`config.mk`:
```
export PLATFORM = sky130hd
export DESIGN_NAME = spc_channel
export DESIGN_NICKNAME = d
export VERILOG_FILES = /design/src/hw/spc_pkg.sv /design/src/hw/spc_fifo.sv /design/src/hw/spc_channel.sv
export SDC_FILE = /design/constraint.sdc
export NUM_CORES = 1
export LEC_CHECK = 0
export ABC_AREA = 1
export BUFFER_PORTS_ARGS = -buffer_cell sky130_fd_sc_hd__buf_2
export CORE_MARGIN = 2
export CORE_UTILIZATION = 55
export CTS_CLUSTER_DIAMETER = 30
export DETAILED_ROUTE_END_ITERATION = 10
export HOLD_SLACK_MARGIN = 0.03
export PLACE_DENSITY_LB_ADDON = 0.05
export SLEW_MARGIN = 10
export SYNTH_ARGS = -nofsm -noshare
export SYNTH_HDL_FRONTEND = slang
export SYNTH_SLANG_ARGS = --single-unit
```
`constraint.sdc`:
```
create_clock -name clk_sys_i -period 8.77 [get_ports clk_sys_i]
set_input_delay 0.4385 -clock clk_sys_i [delete_from_list [all_inputs] [get_ports clk_sys_i]]
set_output_delay 0.4385 -clock clk_sys_i [all_outputs]
set_load 0.01 [all_outputs]
```
`src/hw/spc_pkg.sv`:
```
// Purpose: Shared constants and carriers for the streaming port channel
// Assumes: One channel, 32-bit word per item, core-side register window
// Notes: Offsets are byte offsets inside the channel window
package spc_pkg;
   localparam int DATA_W = 32;
   localparam int FIFO_DEPTH = 16;
   localparam int ADDR_W = 6;
   // Register byte offsets
   localparam logic [5:0] OFS_DATA = 6'h00;
   localparam logic [5:0] OFS_READY = 6'h08;
   localparam logic [5:0] OFS_CONTROL = 6'h10;
   localparam logic [5:0] OFS_RELOAD = 6'h18;
   localparam logic [5:0] OFS_COUNTDOWN = 6'h20;
   // Control field positions
   localparam int CTL_ACCESS_LEVEL_FIELD_LSB = 0;
   localparam int CTL_RST_IN = 2;
   localparam int CTL_RST_OUT = 3;
   localparam int CTL_DIR_IN = 4;
   localparam int CTL_MASTER = 6;
   localparam int CTL_TO_DIS = 7;
   // Access level field values
   localparam logic [1:0] ACCESS_LEVEL_FIELD_SUPERVISOR_ONLY = 2'h0;
   localparam logic [1:0] USER_ALLOWED_ALLOWED = 2'h1;
   // Values after reset
   localparam logic [31:0] CONTROL_RST = 32'h0000_0000;
   localparam logic [31:0] RELOAD_RST = 32'h0000_1000;
   localparam logic [31:0] COUNTDOWN_RST = 32'h0000_1000;

   typedef struct packed {
      logic valid;
      logic wr;
      logic user;
      logic [ADDR_W-1:0] addr;
      logic [DATA_W-1:0] wdata;
   } spc_req_type;

   typedef struct packed {
      logic done;
      logic stall;
      logic timeout;
      logic prot_err;
      logic map_err;
      logic [DATA_W-1:0] rdata;
   } spc_rsp_type;

   typedef enum logic {
      ST_IDLE,
      ST_HOLD
   } spc_state_type;
endpackage : spc_pkg

```
`src/hw/spc_fifo.sv`:
```
// Purpose: Word FIFO between the core side and the peripheral side
// Assumes: DEPTH is a power of two
// Notes: flush_i empties the FIFO in one cycle
`timescale 1ns/100ps
`default_nettype none
module spc_fifo #(
   parameter int WIDTH = 32,
   parameter int DEPTH = 16
) (
   input wire logic clk_sys_i,
   input wire logic resetn_i,
   input wire logic flush_i,
   input wire logic in_valid_i,
   output logic in_ready_o,
   input wire logic [WIDTH-1:0] in_data_i,
   output logic out_valid_o,
   input wire logic out_ready_i,
   output logic [WIDTH-1:0] out_data_o,
   output logic [$clog2(DEPTH):0] count_o
);
   localparam int AW = $clog2(DEPTH);
   logic [WIDTH-1:0] mem_r [DEPTH];
   logic [WIDTH-1:0] mem_nxt [DEPTH];
   logic [AW-1:0] wr_r, wr_nxt, rd_r, rd_nxt;
   logic [AW:0] cnt_r, cnt_nxt;
   logic push, pop;

   assign in_ready_o = (cnt_r != DEPTH[AW:0]);
   assign out_valid_o = (cnt_r != '0);
   assign out_data_o = mem_r[rd_r];
   assign count_o = cnt_r;
   assign push = in_valid_i && in_ready_o;
   assign pop = out_valid_o && out_ready_i;

   // Strict first-in first-out order
   always_comb begin
      wr_nxt = push ? wr_r + 1'b1 : wr_r;
      rd_nxt = pop ? rd_r + 1'b1 : rd_r;
      cnt_nxt = cnt_r + {{AW{1'b0}}, push} - {{AW{1'b0}}, pop};
      if (flush_i) begin
         wr_nxt = '0;
         rd_nxt = '0;
         cnt_nxt = '0;
      end
   end

   always_ff @(posedge clk_sys_i or negedge resetn_i) begin
      if (!resetn_i) begin
         wr_r <= '0;
         rd_r <= '0;
         cnt_r <= '0;
      end else begin
         wr_r <= wr_nxt;
         rd_r <= rd_nxt;
         cnt_r <= cnt_nxt;
      end
   end

   for (genvar g = 0; g < DEPTH; g++) begin : g_entry
      always_comb begin
         mem_nxt[g] = (push && !flush_i && wr_r == AW'(g)) ? in_data_i : mem_r[g];
      end
      always_ff @(posedge clk_sys_i or negedge resetn_i) begin
         if (!resetn_i) begin
            mem_r[g] <= '0;
         end else begin
            mem_r[g] <= mem_nxt[g];
         end
      end
   end
endmodule : spc_fifo
`default_nettype wire

```
`src/hw/spc_channel.sv`:
```
// Purpose: One streaming port channel between core load/store unit and a peripheral
// Assumes: Core holds a request until done, or drops it when it takes an interrupt
// Notes: Direction and master role are build parameters shown in the control register
`timescale 1ns/100ps
`default_nettype none
module spc_channel #(
   parameter bit DIRECTION_IS_IN = 1'b0,
   parameter bit END_IS_MASTER = 1'b1
) (
   input wire logic clk_sys_i,
   input wire logic resetn_i,
   input wire spc_pkg::spc_req_type req_i,
   input wire logic intr_i,
   output spc_pkg::spc_rsp_type rsp_o,
   input wire logic pin_valid_i,
   input wire logic [spc_pkg::DATA_W-1:0] pin_data_i,
   output logic pin_ready_o,
   output logic pout_valid_o,
   output logic [spc_pkg::DATA_W-1:0] pout_data_o,
   input wire logic pout_ready_i,
   input wire logic incoming_reset_line_i,
   output logic outgoing_reset_line_o
);
   localparam int CW = $clog2(spc_pkg::FIFO_DEPTH) + 1;

   spc_pkg::spc_state_type state_r, state_nxt;
   spc_pkg::spc_rsp_type rsp_r, rsp_nxt;
   logic [1:0] access_level_field_r, access_level_field_nxt;
   logic rst_out_r, rst_out_nxt;
   logic to_dis_r, to_dis_nxt;
   logic [31:0] reload_r, reload_nxt;
   logic [31:0] countdown_r, countdown_nxt;
   logic rst_in_meta_r, rst_in_sync_r;
   logic soft_rst;
   logic fifo_in_valid, fifo_in_ready, fifo_out_valid, fifo_out_ready;
   logic [spc_pkg::DATA_W-1:0] fifo_in_data, fifo_out_data;
   logic [CW-1:0] fifo_count;
   logic core_push, core_pop;
   logic is_data, is_ready, is_ctl, is_rel, is_cnt, mapped, allowed, chan_ok;
   logic [31:0] ready_level, ctl_word;

   // Incoming line is from the far end, so it is synchronised first
   always_ff @(posedge clk_sys_i or negedge resetn_i) begin
      if (!resetn_i) begin
         rst_in_meta_r <= 1'b0;
         rst_in_sync_r <= 1'b0;
      end else begin
         rst_in_meta_r <= incoming_reset_line_i;
         rst_in_sync_r <= rst_in_meta_r;
      end
   end

   // Master is in reset while it requests; slave while the request stands
   assign soft_rst = END_IS_MASTER ? rst_out_r : rst_in_sync_r;

   // FIFO faces the peripheral on one side and the core on the other
   assign fifo_in_valid = DIRECTION_IS_IN ? (pin_valid_i && !soft_rst) : core_push;
   assign fifo_in_data = DIRECTION_IS_IN ? pin_data_i : req_i.wdata;
   assign fifo_out_ready = DIRECTION_IS_IN ? core_pop : pout_ready_i;
   // In reset every presented item is consumed and dropped
   assign pin_ready_o = DIRECTION_IS_IN && (fifo_in_ready || soft_rst);
   assign pout_valid_o = !DIRECTION_IS_IN && fifo_out_valid && !soft_rst;
   assign pout_data_o = fifo_out_data;

   spc_fifo #(
      .WIDTH(spc_pkg::DATA_W),
      .DEPTH(spc_pkg::FIFO_DEPTH)
   ) u_fifo (
      .clk_sys_i(clk_sys_i),
      .resetn_i(resetn_i),
      .flush_i(soft_rst), // Buffered data is discarded
      .in_valid_i(fifo_in_valid),
      .in_ready_o(fifo_in_ready),
      .in_data_i(fifo_in_data),
      .out_valid_o(fifo_out_valid),
      .out_ready_i(fifo_out_ready),
      .out_data_o(fifo_out_data),
      .count_o(fifo_count)
   );

   assign is_data = (req_i.addr == spc_pkg::OFS_DATA);
   assign is_ready = (req_i.addr == spc_pkg::OFS_READY);
   assign is_ctl = (req_i.addr == spc_pkg::OFS_CONTROL);
   assign is_rel = (req_i.addr == spc_pkg::OFS_RELOAD);
   assign is_cnt = (req_i.addr == spc_pkg::OFS_COUNTDOWN);
   assign mapped = is_data || is_ready || is_ctl || is_rel || is_cnt;
   // Only value 1 opens user access, and only to data and ready
   assign allowed = !req_i.user
      || ((access_level_field_r == spc_pkg::USER_ALLOWED_ALLOWED) && (is_data || is_ready));
   // Channel can take the transfer now
   assign chan_ok = !soft_rst && (DIRECTION_IS_IN ? fifo_out_valid : fifo_in_ready);
   assign core_push = !DIRECTION_IS_IN && state_r == spc_pkg::ST_IDLE && req_i.valid
      && req_i.wr && is_data && allowed && chan_ok;
   assign core_pop = DIRECTION_IS_IN && state_r == spc_pkg::ST_IDLE && req_i.valid
      && !req_i.wr && is_data && allowed && chan_ok;

   // Ready level is exact outside soft reset and reads zero during it, which meets the minimum-count promise
   always_comb begin
      ready_level = '0;
      if (!soft_rst) begin
         if (DIRECTION_IS_IN) begin
            ready_level = 32'(fifo_count);
         end else begin
            ready_level = 32'(CW'(spc_pkg::FIFO_DEPTH) - fifo_count);
         end
      end
   end

   // Read-only bits report role and incoming line
   always_comb begin
      ctl_word = '0;
      ctl_word[spc_pkg::CTL_ACCESS_LEVEL_FIELD_LSB +: 2] = access_level_field_r;
      ctl_word[spc_pkg::CTL_RST_IN] = rst_in_sync_r;
      ctl_word[spc_pkg::CTL_RST_OUT] = rst_out_r;
      ctl_word[spc_pkg::CTL_DIR_IN] = DIRECTION_IS_IN;
      ctl_word[spc_pkg::CTL_MASTER] = END_IS_MASTER;
      ctl_word[spc_pkg::CTL_TO_DIS] = to_dis_r;
   end

   always_comb begin
      state_nxt = state_r;
      rsp_nxt = '0;
      access_level_field_nxt = access_level_field_r;
      rst_out_nxt = rst_out_r;
      to_dis_nxt = to_dis_r;
      reload_nxt = reload_r;
      countdown_nxt = countdown_r;
      case (state_r)
         spc_pkg::ST_IDLE: begin
            if (req_i.valid) begin
               if (!mapped) begin
                  rsp_nxt.done = 1'b1;
                  rsp_nxt.map_err = 1'b1;
                  state_nxt = spc_pkg::ST_HOLD;
               end else if (!allowed) begin
                  rsp_nxt.done = 1'b1;
                  rsp_nxt.prot_err = 1'b1;
                  state_nxt = spc_pkg::ST_HOLD;
               end else if (is_data) begin
                  if (DIRECTION_IS_IN == req_i.wr) begin
                     // Wrong-way data access completes at once, reads zero
                     rsp_nxt.done = 1'b1;
                     state_nxt = spc_pkg::ST_HOLD;
                  end else if (chan_ok) begin
                     rsp_nxt.done = 1'b1;
                     rsp_nxt.rdata = DIRECTION_IS_IN ? fifo_out_data : '0;
                     countdown_nxt = reload_r;
                     state_nxt = spc_pkg::ST_HOLD;
                  end else if (intr_i) begin
                     // Access dropped; countdown keeps its value for the retry
                     rsp_nxt.stall = 1'b0;
                  end else if (countdown_r == '0 && !to_dis_r) begin
                     // Countdown already spent: flag timeout, hold zero
                     rsp_nxt.done = 1'b1;
                     rsp_nxt.timeout = 1'b1;
                     state_nxt = spc_pkg::ST_HOLD;
                  end else begin
                     rsp_nxt.stall = 1'b1;
                     if (countdown_r != '0) begin
                        countdown_nxt = countdown_r - 32'h0000_0001;
                     end
                  end
               end else begin
                  rsp_nxt.done = 1'b1;
                  state_nxt = spc_pkg::ST_HOLD;
                  if (req_i.wr) begin
                     if (is_ctl) begin
                        access_level_field_nxt = req_i.wdata[spc_pkg::CTL_ACCESS_LEVEL_FIELD_LSB +: 2];
                        rst_out_nxt = req_i.wdata[spc_pkg::CTL_RST_OUT];
                        to_dis_nxt = req_i.wdata[spc_pkg::CTL_TO_DIS];
                     end
                     if (is_rel) begin
                        reload_nxt = req_i.wdata;
                     end
                     if (is_cnt) begin
                        countdown_nxt = req_i.wdata;
                     end
                  end else begin
                     rsp_nxt.rdata = is_ready ? ready_level
                        : is_ctl ? ctl_word
                        : is_rel ? reload_r
                        : countdown_r;
                  end
               end
            end
         end
         spc_pkg::ST_HOLD: begin
            // Waits for the core to drop the finished request
            if (!req_i.valid) begin
               state_nxt = spc_pkg::ST_IDLE;
            end
         end
         default: begin
            state_nxt = spc_pkg::ST_IDLE;
         end
      endcase
   end

   // Soft reset touches neither countdown nor reload value
   always_ff @(posedge clk_sys_i or negedge resetn_i) begin
      if (!resetn_i) begin
         state_r <= spc_pkg::ST_IDLE;
         rsp_r <= '0;
         access_level_field_r <= spc_pkg::CONTROL_RST[spc_pkg::CTL_ACCESS_LEVEL_FIELD_LSB +: 2];
         rst_out_r <= spc_pkg::CONTROL_RST[spc_pkg::CTL_RST_OUT];
         to_dis_r <= spc_pkg::CONTROL_RST[spc_pkg::CTL_TO_DIS];
         reload_r <= spc_pkg::RELOAD_RST;
         countdown_r <= spc_pkg::COUNTDOWN_RST;
      end else begin
         state_r <= state_nxt;
         rsp_r <= rsp_nxt;
         access_level_field_r <= access_level_field_nxt;
         rst_out_r <= rst_out_nxt;
         to_dis_r <= to_dis_nxt;
         reload_r <= reload_nxt;
         countdown_r <= countdown_nxt;
      end
   end

   assign rsp_o = rsp_r;
   assign outgoing_reset_line_o = rst_out_r;
endmodule : spc_channel
`default_nettype wire

```
---- After elaboration in Yosys (flattened, before gate mapping) ----
Index checks and enable logic that the tools add are counted.
word-level totals
  ROM bits ................................ 0
  memory bits (writable) .................. 0
  bits in registers ....................... 633
  memories kept ........................... 0
  bits in latches ......................... 0
operators by class
  magnitude comparators ................... 1
  muxes and demuxes ....................... 45
  eq/ne operators ......................... 24
  multiply operators ...................... 0
  div/mod/pow operators ................... 0
  reductions and logical operators ........ 47
  add/subtract/negate cells ............... 6
  bitwise gates (word level) .............. 3
  shift-type cells ........................ 0
operators by type and width
  cell                   count
  $mux 32                18
  $bmux 32 s4            1
  $mux 37                2
  $eq 4x4->1 const B     8
  $logic_not 32->1       1
  $reduce_bool 32->1     1
  $sub 32x1->32 const B  1
  $logic_and 1x1->1      28
  $eq 4x3->1 const B     4
  $mux 4                 4
  $reduce_and 7->1       2
  $mux 1                 13
  $eq 6x5->1 const B     2
  $reduce_and 9->1       1
  $add 4x1->4 const B    2
  $eq 4x2->1 const B     2
  $mux 2                 4
  $eq 6x4->1 const B     1
  $eq 6x6->1 const B     1
  $logic_not 6->1        1
  $reduce_bool 2->1      3
  $sub 5x5->6 const A    1
  $add 5x1->5            1
  $ge 5x5->1 const B     1
  other kinds (16)       23

---- Longest topological paths before layout ----
Gate-level depths: netlist of run 1.
  depth after elaboration ................. 11
  gate-level depth with buffers ........... 16

---- By module ----
A second synthesis of run 1 with hierarchy kept.
unflattened totals
  cell total of the unflattened synthesis .. 4720
  area, all modules ....................... 32713.9 um^2
modules (own cells, without submodules)
  module       area an instance (um^2)  cells each  seq. area each (um^2)  times used
  spc_fifo     26430.3                  3797        13137.6                1
  spc_channel  6283.5                   923         2705.1                 1

---- Least setup slack after synthesis of run 1 ----
No wires, ideal clock.
  path type ............................... reg-to-reg
  start point ............................. register u_fifo.cnt_r[1], in the netlist u_fifo.count_o[1]
  end point ............................... register u_fifo.cnt_r[4], in the netlist u_fifo.count_o[4]
  stages on the path, launching flop included .. 17
  slack ................................... 5.833 ns
  data arrival time ....................... 2.806 ns
  data required time ...................... 8.638 ns
  setup time .............................. 0.132 ns
  clock period less this slack ............ 2.937 ns
  path through ............................ dfrtp_1 -> inv_1 -> ha_1 -> nand2_1 -> inv_1 -> ha_1 -> inv_1 -> nand2_1 -> clkbuf_1 -> clkbuf_1 -> nor4_1 -> ha_1 -> fa_1 -> a21oi_1 -> o21ba_2 -> xor2_1 -> nor2_1
on the way
  longest elaborated chain between the ends .. 7
  elaborated cells between the ends (all ways) .. 9
ends and longest elaborated chain
  element                      line               text
  start, declared              spc_fifo.sv:25     logic [AW:0] cnt_r, cnt_nxt;
  start signal, assigned       spc_fifo.sv:55     cnt_r <= cnt_nxt;
  $ne 5x5->1                   spc_fifo.sv:28     assign in_ready_o = (cnt_r != DEPTH[AW:0]);
  $logic_and 1x1->1            spc_channel.sv:91  assign chan_ok = !soft_rst && (DIRECTION_IS_IN ? fifo_out_valid : fifo_in_ready);
  $logic_and 1x1->1            spc_channel.sv:93  && req_i.wr && is_data && allowed && chan_ok;
  $logic_and 1x1->1            spc_fifo.sv:32     assign push = in_valid_i && in_ready_o;
  $add 5x1->5                  spc_fifo.sv:39     cnt_nxt = cnt_r + {{AW{1'b0}}, push} - {{AW{1'b0}}, pop};
  $sub 5x1->5 *                spc_fifo.sv:39
  $mux 5 *                     spc_fifo.sv:40     if (flush_i) begin
  named net u_fifo.cnt_nxt[4]  spc_fifo.sv:25
The timed path passes the listed nets; every way through them passes the cells marked *.
A chain may end at the register's enable or synchronous reset.

---- Worst setup path after layout of run 1 ----
  start point ............................. register u_fifo.rd_r[1]
  end point ............................... output pout_data_o[0] (netlist bit)
on the way
  longest elaborated chain between the ends .. 4
ends and longest elaborated chain
  element                                      line               text
  start, declared                              spc_fifo.sv:24     logic [AW-1:0] wr_r, wr_nxt, rd_r, rd_nxt;
  start signal, assigned                       spc_fifo.sv:54     rd_r <= rd_nxt;
  $not 4->5 (implied by the code)              spc_fifo.sv:30     assign out_data_o = mem_r[rd_r];
  $bmux 32 s4                                  spc_fifo.sv:30
  $mux 32 (implied by the code) (2 in series)  spc_fifo.sv:30
  end, declared                                spc_channel.sv:19  output logic [spc_pkg::DATA_W-1:0] pout_data_o,
Every way passes these cells. The select of a mux whose other input is x is not followed.

==> results by group, run 1 <==
Yosys
  – Share of the yosys chip area belonging to registers: 52.5%
  – Proportion of synthesized flip-flops having asynchronous set or reset: 100%
  – Mapped Cells: 3586
  – Count of unique library cells instantiated by Yosys: 45
  – Yosys reg bits: 633
  – Synthesized netlist net count: ~3700
  – Number of enable-type register cells in the synthesized netlist: 0
  – Cell area after synthesis: roughly 30000 um2
  – Top flip-flop cell by instance count after synthesis: dfrtp_1
  – Synth warnings: 0
  – Mean area per synthesized cell: 8.42 um2

STA
  – Number of endpoints failing setup at the final stage: 0
  – Setup clock skew after layout: 24.0 ps
  – Worst setup margin: between 3000 and 4000 ps
  – Post-route minimum period: about 5000 ps
  – Max Transition Viols Final: 0
  – Worst max-slew margin expressed relative to the limit: ~20%
  – Timing-limited maximum frequency: about 200 MHz
  – Final cycle utilization of the critical path: a little under three fifths
  – Setup repair after global routing missed its margin: false
  – Total count of hold-check failures in the final report: 0
  – Final setup TNS: 0 ps
  – Worst Tran Pin Value: ~1200 ps

Drt
  – Ratio of routed vias to standard cells: 5.94
  – DR vias: 26200
  – WL final: just under 90000 um
  – Average routed wire per standard cell: between 20 and 25 um
  – Remaining design rule violation count: 0
  – Iter 0 DRT Violations: between 2000 and 3000
  – Number of antenna-violating nets in the routed design: 0
  – TritonRoute pass-1 iters: 5

GRT
  – GR Overflow Total: 0
  – Vias in the first global route: approximately 25000
  – GRT Overall Usage: around a third
  – Number of antenna violations at the first check in global routing: 0
  – Global-route wire length before repair: 141000 um
  – Pin count of the biggest net entering global routing: 180

Worst setup path
  – Cell Chain, Critical Path: clkinv_2 > buf_4 > o21ai_0 > o221ai_1 > o211ai_1 > nand2_1 > buf_2
  – Startpoint kind of the worst setup timing path: flip-flop
  – Type of the setup path with the least slack: reg2out
  – Critical path arrival: ~4600 ps
  – Slowest stage delay, CP: about 1200 ps
  – Worst Path Required: roughly 8300 ps
  – Combined buffer and inverter count along the critical path: 3
  – Endpoint kind of the worst setup timing path: primary output
  – Cell family with most CP delay: buffers and inverters
  – Largest fanout on the critical path: 65
  – Crit path max-delay cell type: clkinv_2

Power
  – Power density over cell area: 313 nW/um2
  – Overall power of the completed layout: approximately 11 mW
  – Worst IR Drop VDD: approximately 0.00023 V
  – Leak: 16.3 nW

Clock network
  – Maximum buffer depth of the clock tree: 3
  – Master cell of the clock root buffer: clkbuf_16
  – Number of clock sinks: between 600 and 700
  – Post-CTS setup-driven buffer insertion count: 0
  – Later-pin clock latency in the skew report: around 710 ps
  – Clock transition at the registers of the reported paths: roughly 40 ps
  – CTS tree: done
  – Number of buffers inserted during clock tree synthesis: between 100 and 150
  – H-tree level count: 4

Finish
  – Share of the core filled with cells in the final layout: 65.9%
  – Fill cell instance count of the final layout: ~4500
  – Number of antenna cells inserted: 0
  – Layout cells sized above 1: 12.9%
  – Total non-filler cell area in the finished layout: approximately 36000 um2
  – Fin nets: roughly 3700
  – Area overhead of the layout relative to synthesis: 18.0%

Run
  – Max-cap check violation count: 0

Die
  – Num rows: between 80 and 90
  – Core box area: around 54000 um2
  – Chip width: between 200 and 250 um
  – Y dimension of the die: ~240 um
  – Boundary pin count: 151
  – Die outline area: about 57000 um2
  – Initial Utilization: 55.9%

Hold path
  – Class of the tightest hold or removal check: in2reg

Placement
  – Post-placement setup slack: approximately 4600 ps
  – HPWL after DPL: 47900 um
  – Cell area after placement: slightly above 30000 um2
  – Port Buffer Count: 116
  – Final RePlAce weighted congestion: 0.931

Run status
  – Status: complete, no violations
## tightest hold or removal path, delay by kind of cell
kind | cells | cell delay, ps
AND/OR/NAND/NOR | 4 | 200
buffers and inverters | 1 | 90
## per-stage QoR
stage | hold slack, ps | instances
3_5_place_dp | 338 | 4145
6_report | 77.3 | 4407
3_3_place_gp | 345 | 4145
5_1_grt | 66.4 | 4407
4_1_cts | 51.3 | 4407
2_1_floorplan | 143 | 3586
## layout by cell type (no fill, tap or decap), drive strengths merged, types with 7 or more instances in the layout
cell	Yosys	layout
a21oi	62	62
buf	82	141
bufinv	0	32
clkbuf	196	177
clkinv	2	26
clkinvlp	0	20
dfrtp	631	631
ha	18	18
inv	148	154
nand2	847	847
nand3	99	99
nand4	7	7
nor2	407	407
nor3	8	8
o211ai	38	38
o21ai	886	886
o221ai	99	99
o22ai	31	31
## Yosys cell counts, types with 2 or more instances
library cell,number,share of area (%)
buf_4,4,0.099
o21ai_1,274,4.5
buf_6,64,2.4
nor2_1,399,5.0
nand4_1,5,0.10
or2_1,2,0.041
o21ai_2,50,1.5
o21ai_0,562,9.3
o211ai_1,38,0.94
nand3_4,10,0.58
buf_1,2,0.025
nor2_8,2,0.13
a22oi_1,4,0.099
dfrtp_1,631,52
a211oi_1,2,0.050
nand3_1,83,1.4
o221ai_1,99,2.9
buf_2,11,0.18
nand3b_1,3,0.075
dfstp_2,2,0.17
nand3_2,6,0.20
inv_2,4,0.050
nor2_2,5,0.10
nand4_2,2,0.083
nand2_1,842,10
clkbuf_1,196,2.4
nor3_1,8,0.13
xor2_1,5,0.15
nand2_2,4,0.083
a21oi_1,62,1.0
ha_1,18,0.75
inv_1,144,1.8
o22ai_1,31,0.64
## repair_timing
item,4_1_cts,5_1_grt
hold buffers,3,0
gates resized for setup,0,0
hold endpoints to repair,95,0
## report_power, final
| part | leakage [nW] | internal, mW | switching (mW) |
|---|---|---|---|
| clock | 2.52 | 4.11 | 1.70 |
| combinational | 5.00 | 0.687 | 1.54 |
| sequential | 8.76 | 2.98 | 0.136 |
## final cells by class
cell class | instances | area, um2 | area share (%)
sequential | 633 | 15900 | 44.5
inverter | 150 | 571 | 1.60
tap | 696 | 871 | 2.45
clock buffer | 177 | 3940 | 11.1
multi-input combinational | 2525 | 12200 | 34.3
clock inverter | 82 | 1330 | 3.72
timing repair buffer | 144 | 833 | 2.34
## cell families (layout without fill, tap and decap cells)
family / Yosys count / after routing / share of synthesized area [%]
DFF: 633 / 633 / 52.5
and+or+nand+nor: 1376 / 1376 / 18.5
other: 1 / 1 / 0.0124
xor gates and xnor gates: 5 / 5 / 0.145
AOI/OAI and AO/OA: 1124 / 1124 / 21.0
adders and majority gates: 19 / 19 / 0.812
buffers and inverters: 428 / 553 / 7.07
## per-layer routing
layer | part of all wire [%] | vias to the layer above | GRT usage, %
met4 | 2.9 | 0 | 12.2
met3 | 6.8 | 197 | 6.10
met5 | 0 | - | 0
met1 | 44 | 12800 | 44.3
li1 | - | 12100 | -
met2 | 46 | 1045 | 50.5
## worst paths after layout
check,from,end,slack (ps),cells past startpoint
setup / recovery,u_fifo.rd_r[1],pout_data_o[0],3780,7
hold / removal,req_i[29],countdown_r[29],80,5
setup reg to reg,u_fifo.count_o[1],countdown_r[0],4670,15
hold reg to reg,rst_in_meta_r,rst_in_sync_r,350,0
max in group asynchronous,resetn_i,u_fifo.mem_r[407],5900,4
min in group asynchronous,resetn_i,u_fifo.mem_r[329],430,2
## state kept, by name, indices dropped and copies added, names as in the netlist
register / cells
access_level_field_r: 2
countdown_r: 32
outgoing_reset_line_o: 1
reload_r: 32
rsp_o: 37
rst_in_meta_r: 1
rst_in_sync_r: 1
state_r: 1
to_dis_r: 1
u_fifo.count_o: 5
u_fifo.mem_r: 512
u_fifo.rd_r: 4
u_fifo.wr_r: 4
Note: power is estimated with default switching activity, not from simulation.
==> run 2, diff against run 1 <==
==> constraint.sdc (replaced) <==
create_clock -name clk_sys_i -period 4.2 [get_ports clk_sys_i]
set_input_delay 0.21 -clock clk_sys_i [delete_from_list [all_inputs] [get_ports clk_sys_i]]
set_output_delay 0.21 -clock clk_sys_i [all_outputs]
set_load 0.01 [all_outputs]
==> run 2 against run 1 <==
Effect of this change:
- hold slack better by 72 ps
- design area is 0.73% higher
- setup slack worse by 3000 ps
- highest routed layer unchanged
- sequential share of layout area is 0.32 points lower
- global-route usage is 0.38 points higher
- register-to-register slack worse by 3900 ps
- largest cell class unchanged
- sequential cell count stayed put
- routed wire length is 1.8% higher
- critical path depth is 7 higher
- via count is 0.60% higher
==> results by group, run 2 (synthesized netlist as in run 1, its figures left out) <==
Worst setup path
  – Critical path arrival: 4010 ps
  – Startpoint kind of the worst setup timing path: flip-flop
  – Worst Reg-to-Reg Cells: 14
  – Source of the critical timing path: u_fifo.count_o[1]
  – Endpoint kind of the worst setup timing path: flip-flop
  – Worst reg2reg endpoint: countdown_r[26]
  – Worst Path Required: 4810 ps
  – Largest fanout on the critical path: 38
  – Type of the setup path with the least slack: reg2reg
  – Worst R2R Setup Slack: approximately 800 ps
  – R2r startpoint: u_fifo.count_o[1]

Finish
  – Max reg flops: 512
  – Most common library cell in the layout ignoring fill and taps: nand2_1
  – Post-route non-filler standard cell count: 4455
  – Register ranked first by flip-flop count: u_fifo.mem_r
  – Layout cells sized above 1: approximately an eighth
  – Area overhead of the layout relative to synthesis: 18.8%
  – Number of antenna cells inserted: 0
  – Commonest non-fill, non-tap cells in the layout: nand2_1, dfrtp_1, o21ai_0, nor2_1, o21ai_1
  – Fin nets: between 3000 and 4000

GRT
  – Met3 Resource Use GR: around 5.3%
  – GRT Overall Usage: between 30 and 40%
  – Met2 Use GR: around half
  – Number of antenna violations at the first check in global routing: 0
  – GR Overflow Total: 0
  – Global-route wire length before repair: around 140000 um
  – Vias in the first global route: roughly 25000
  – Top Usage Layer GRT: met2
  – Met1 track demand over resource in global routing: around 45%
  – Pin count of the biggest net entering global routing: 259

STA
  – Max Transition Viols Final: 0
  – Post-route minimum period: approximately 3400 ps
  – Final setup TNS: 0 ps
  – Setup clock skew after layout: around 23 ps
  – Worst Tran Pin Value: between 1000 and 1500 ps
  – Total count of hold-check failures in the final report: 0
  – Number of endpoints failing setup at the final stage: 0
  – Worst max-slew margin expressed relative to the limit: 12.4%
  – Timing-limited maximum frequency: between 200 and 300 MHz
  – Final cycle utilization of the critical path: 80.9%
  – Setup repair after global routing missed its margin: false

Die
  – Chip width: 238 um
  – Num rows: 85
  – Core box area: between 50000 and 60000 um2
  – Boundary pin count: between 150 and 200
  – Initial Utilization: 55.9%
  – Die outline area: 56800 um2
  – Y dimension of the die: about 240 um

Drt
  – Ratio of routed vias to standard cells: 5.91
  – Average routed wire per standard cell: 20.4 um
  – Number of antenna-violating nets in the routed design: 0
  – WL final: roughly 91000 um
  – Iter 0 DRT Violations: around 2700
  – DR vias: 26300
  – TritonRoute pass-1 iters: 6
  – Remaining design rule violation count: 0

Hold path
  – Endpoint with the worst hold slack: rsp_o[35]
  – Beginning of the worst hold path: req_i[37]
  – Class of the tightest hold or removal check: in2reg
  – Hold depth: 7

Placement
  – Port Buffer Count: 116
  – HPWL after DPL: about 50000 um
  – Final RePlAce weighted congestion: just over 0.9
  – Placed cell count: 4170

Power
  – Power density over cell area: about 620 nW/um2
  – Leak: 16.5 nW
  – Worst IR Drop VDD: 0.000538 V

Run status
  – Status: complete, no violations

Clock network
  – Number of buffers inserted during clock tree synthesis: between 100 and 150
  – CTS tree: done
  – H-tree level count: 4
  – Clock transition at the registers of the reported paths: around 40 ps
  – Master cell of the clock root buffer: clkbuf_16
  – Maximum buffer depth of the clock tree: 3
  – Number of clock sinks: about 630
  – Later-pin clock latency in the skew report: roughly 700 ps

Run
  – Max-cap check violation count: 0
## run 2: critical path: stages (launching register included)
cell and delay [ps]:
dfrtp_1 340, inv_1 110, ha_1 230, nand2_1 70
inv_1 60, ha_1 180, inv_1 50, nand2_1 120
inv_2 450, nor2_1 180, nand2_1 150, nand2_2 370
inv_2 710, nand2_1 170, nand2_1 110
## run 2: repair_timing
| action | CTS | global route |
|---|---|---|
| hold buffers | 37 | 0 |
| setup buffers | 0 | 0 |
| gates resized for setup | 0 | 0 |
| hold endpoints to repair | 138 | 0 |
## run 2: worst max path at each step
stage / end / slack [ps]
final: countdown_r[26] / 800
after global routing: countdown_r[26] / 560
after CTS: countdown_r[26] / 790
after detailed placement: countdown_r[5] / 860
after global placement: countdown_r[0] / 910
after floorplan: u_fifo.count_o[4] / 1260
## run 2: report_power, final
group	switching, mW	leakage, nW	internal (mW)
Sequential	0.236	8.76	6.22
Combinational	3.22	5.32	1.50
Clock	3.38	2.38	7.76
## run 2: final cells by class
type	instances	area, um2
Clock inverter	63	871
Clock buffer	185	3980
Inverter	150	571
Tap cell	696	871
Timing Repair Buffer	203	1510
Sequential cell	633	15900
Multi-Input combinational cell	2525	12200
Fill cell	4410	18200
## run 2: layer usage
layer  wire length (um)  up-vias
met5                  0        -
met4               2740        0
met3               6690      194
met2              41900     1119
met1              39500    12800
li1                   -    12200
## run 2: metrics by stage
step	setup WS (ps)	instance area, um2	power (mW)	util, %	hold WS (ps)
floorplan	1260	30200	9.43	-	-85.6
global placement	914	30700	11.1	56.7	318
detailed placement	856	30700	11.2	56.7	329
CTS	792	35900	22.4	66.4	111
global route	559	35900	23.3	66.4	152
finish	801	35900	22.3	66.4	149
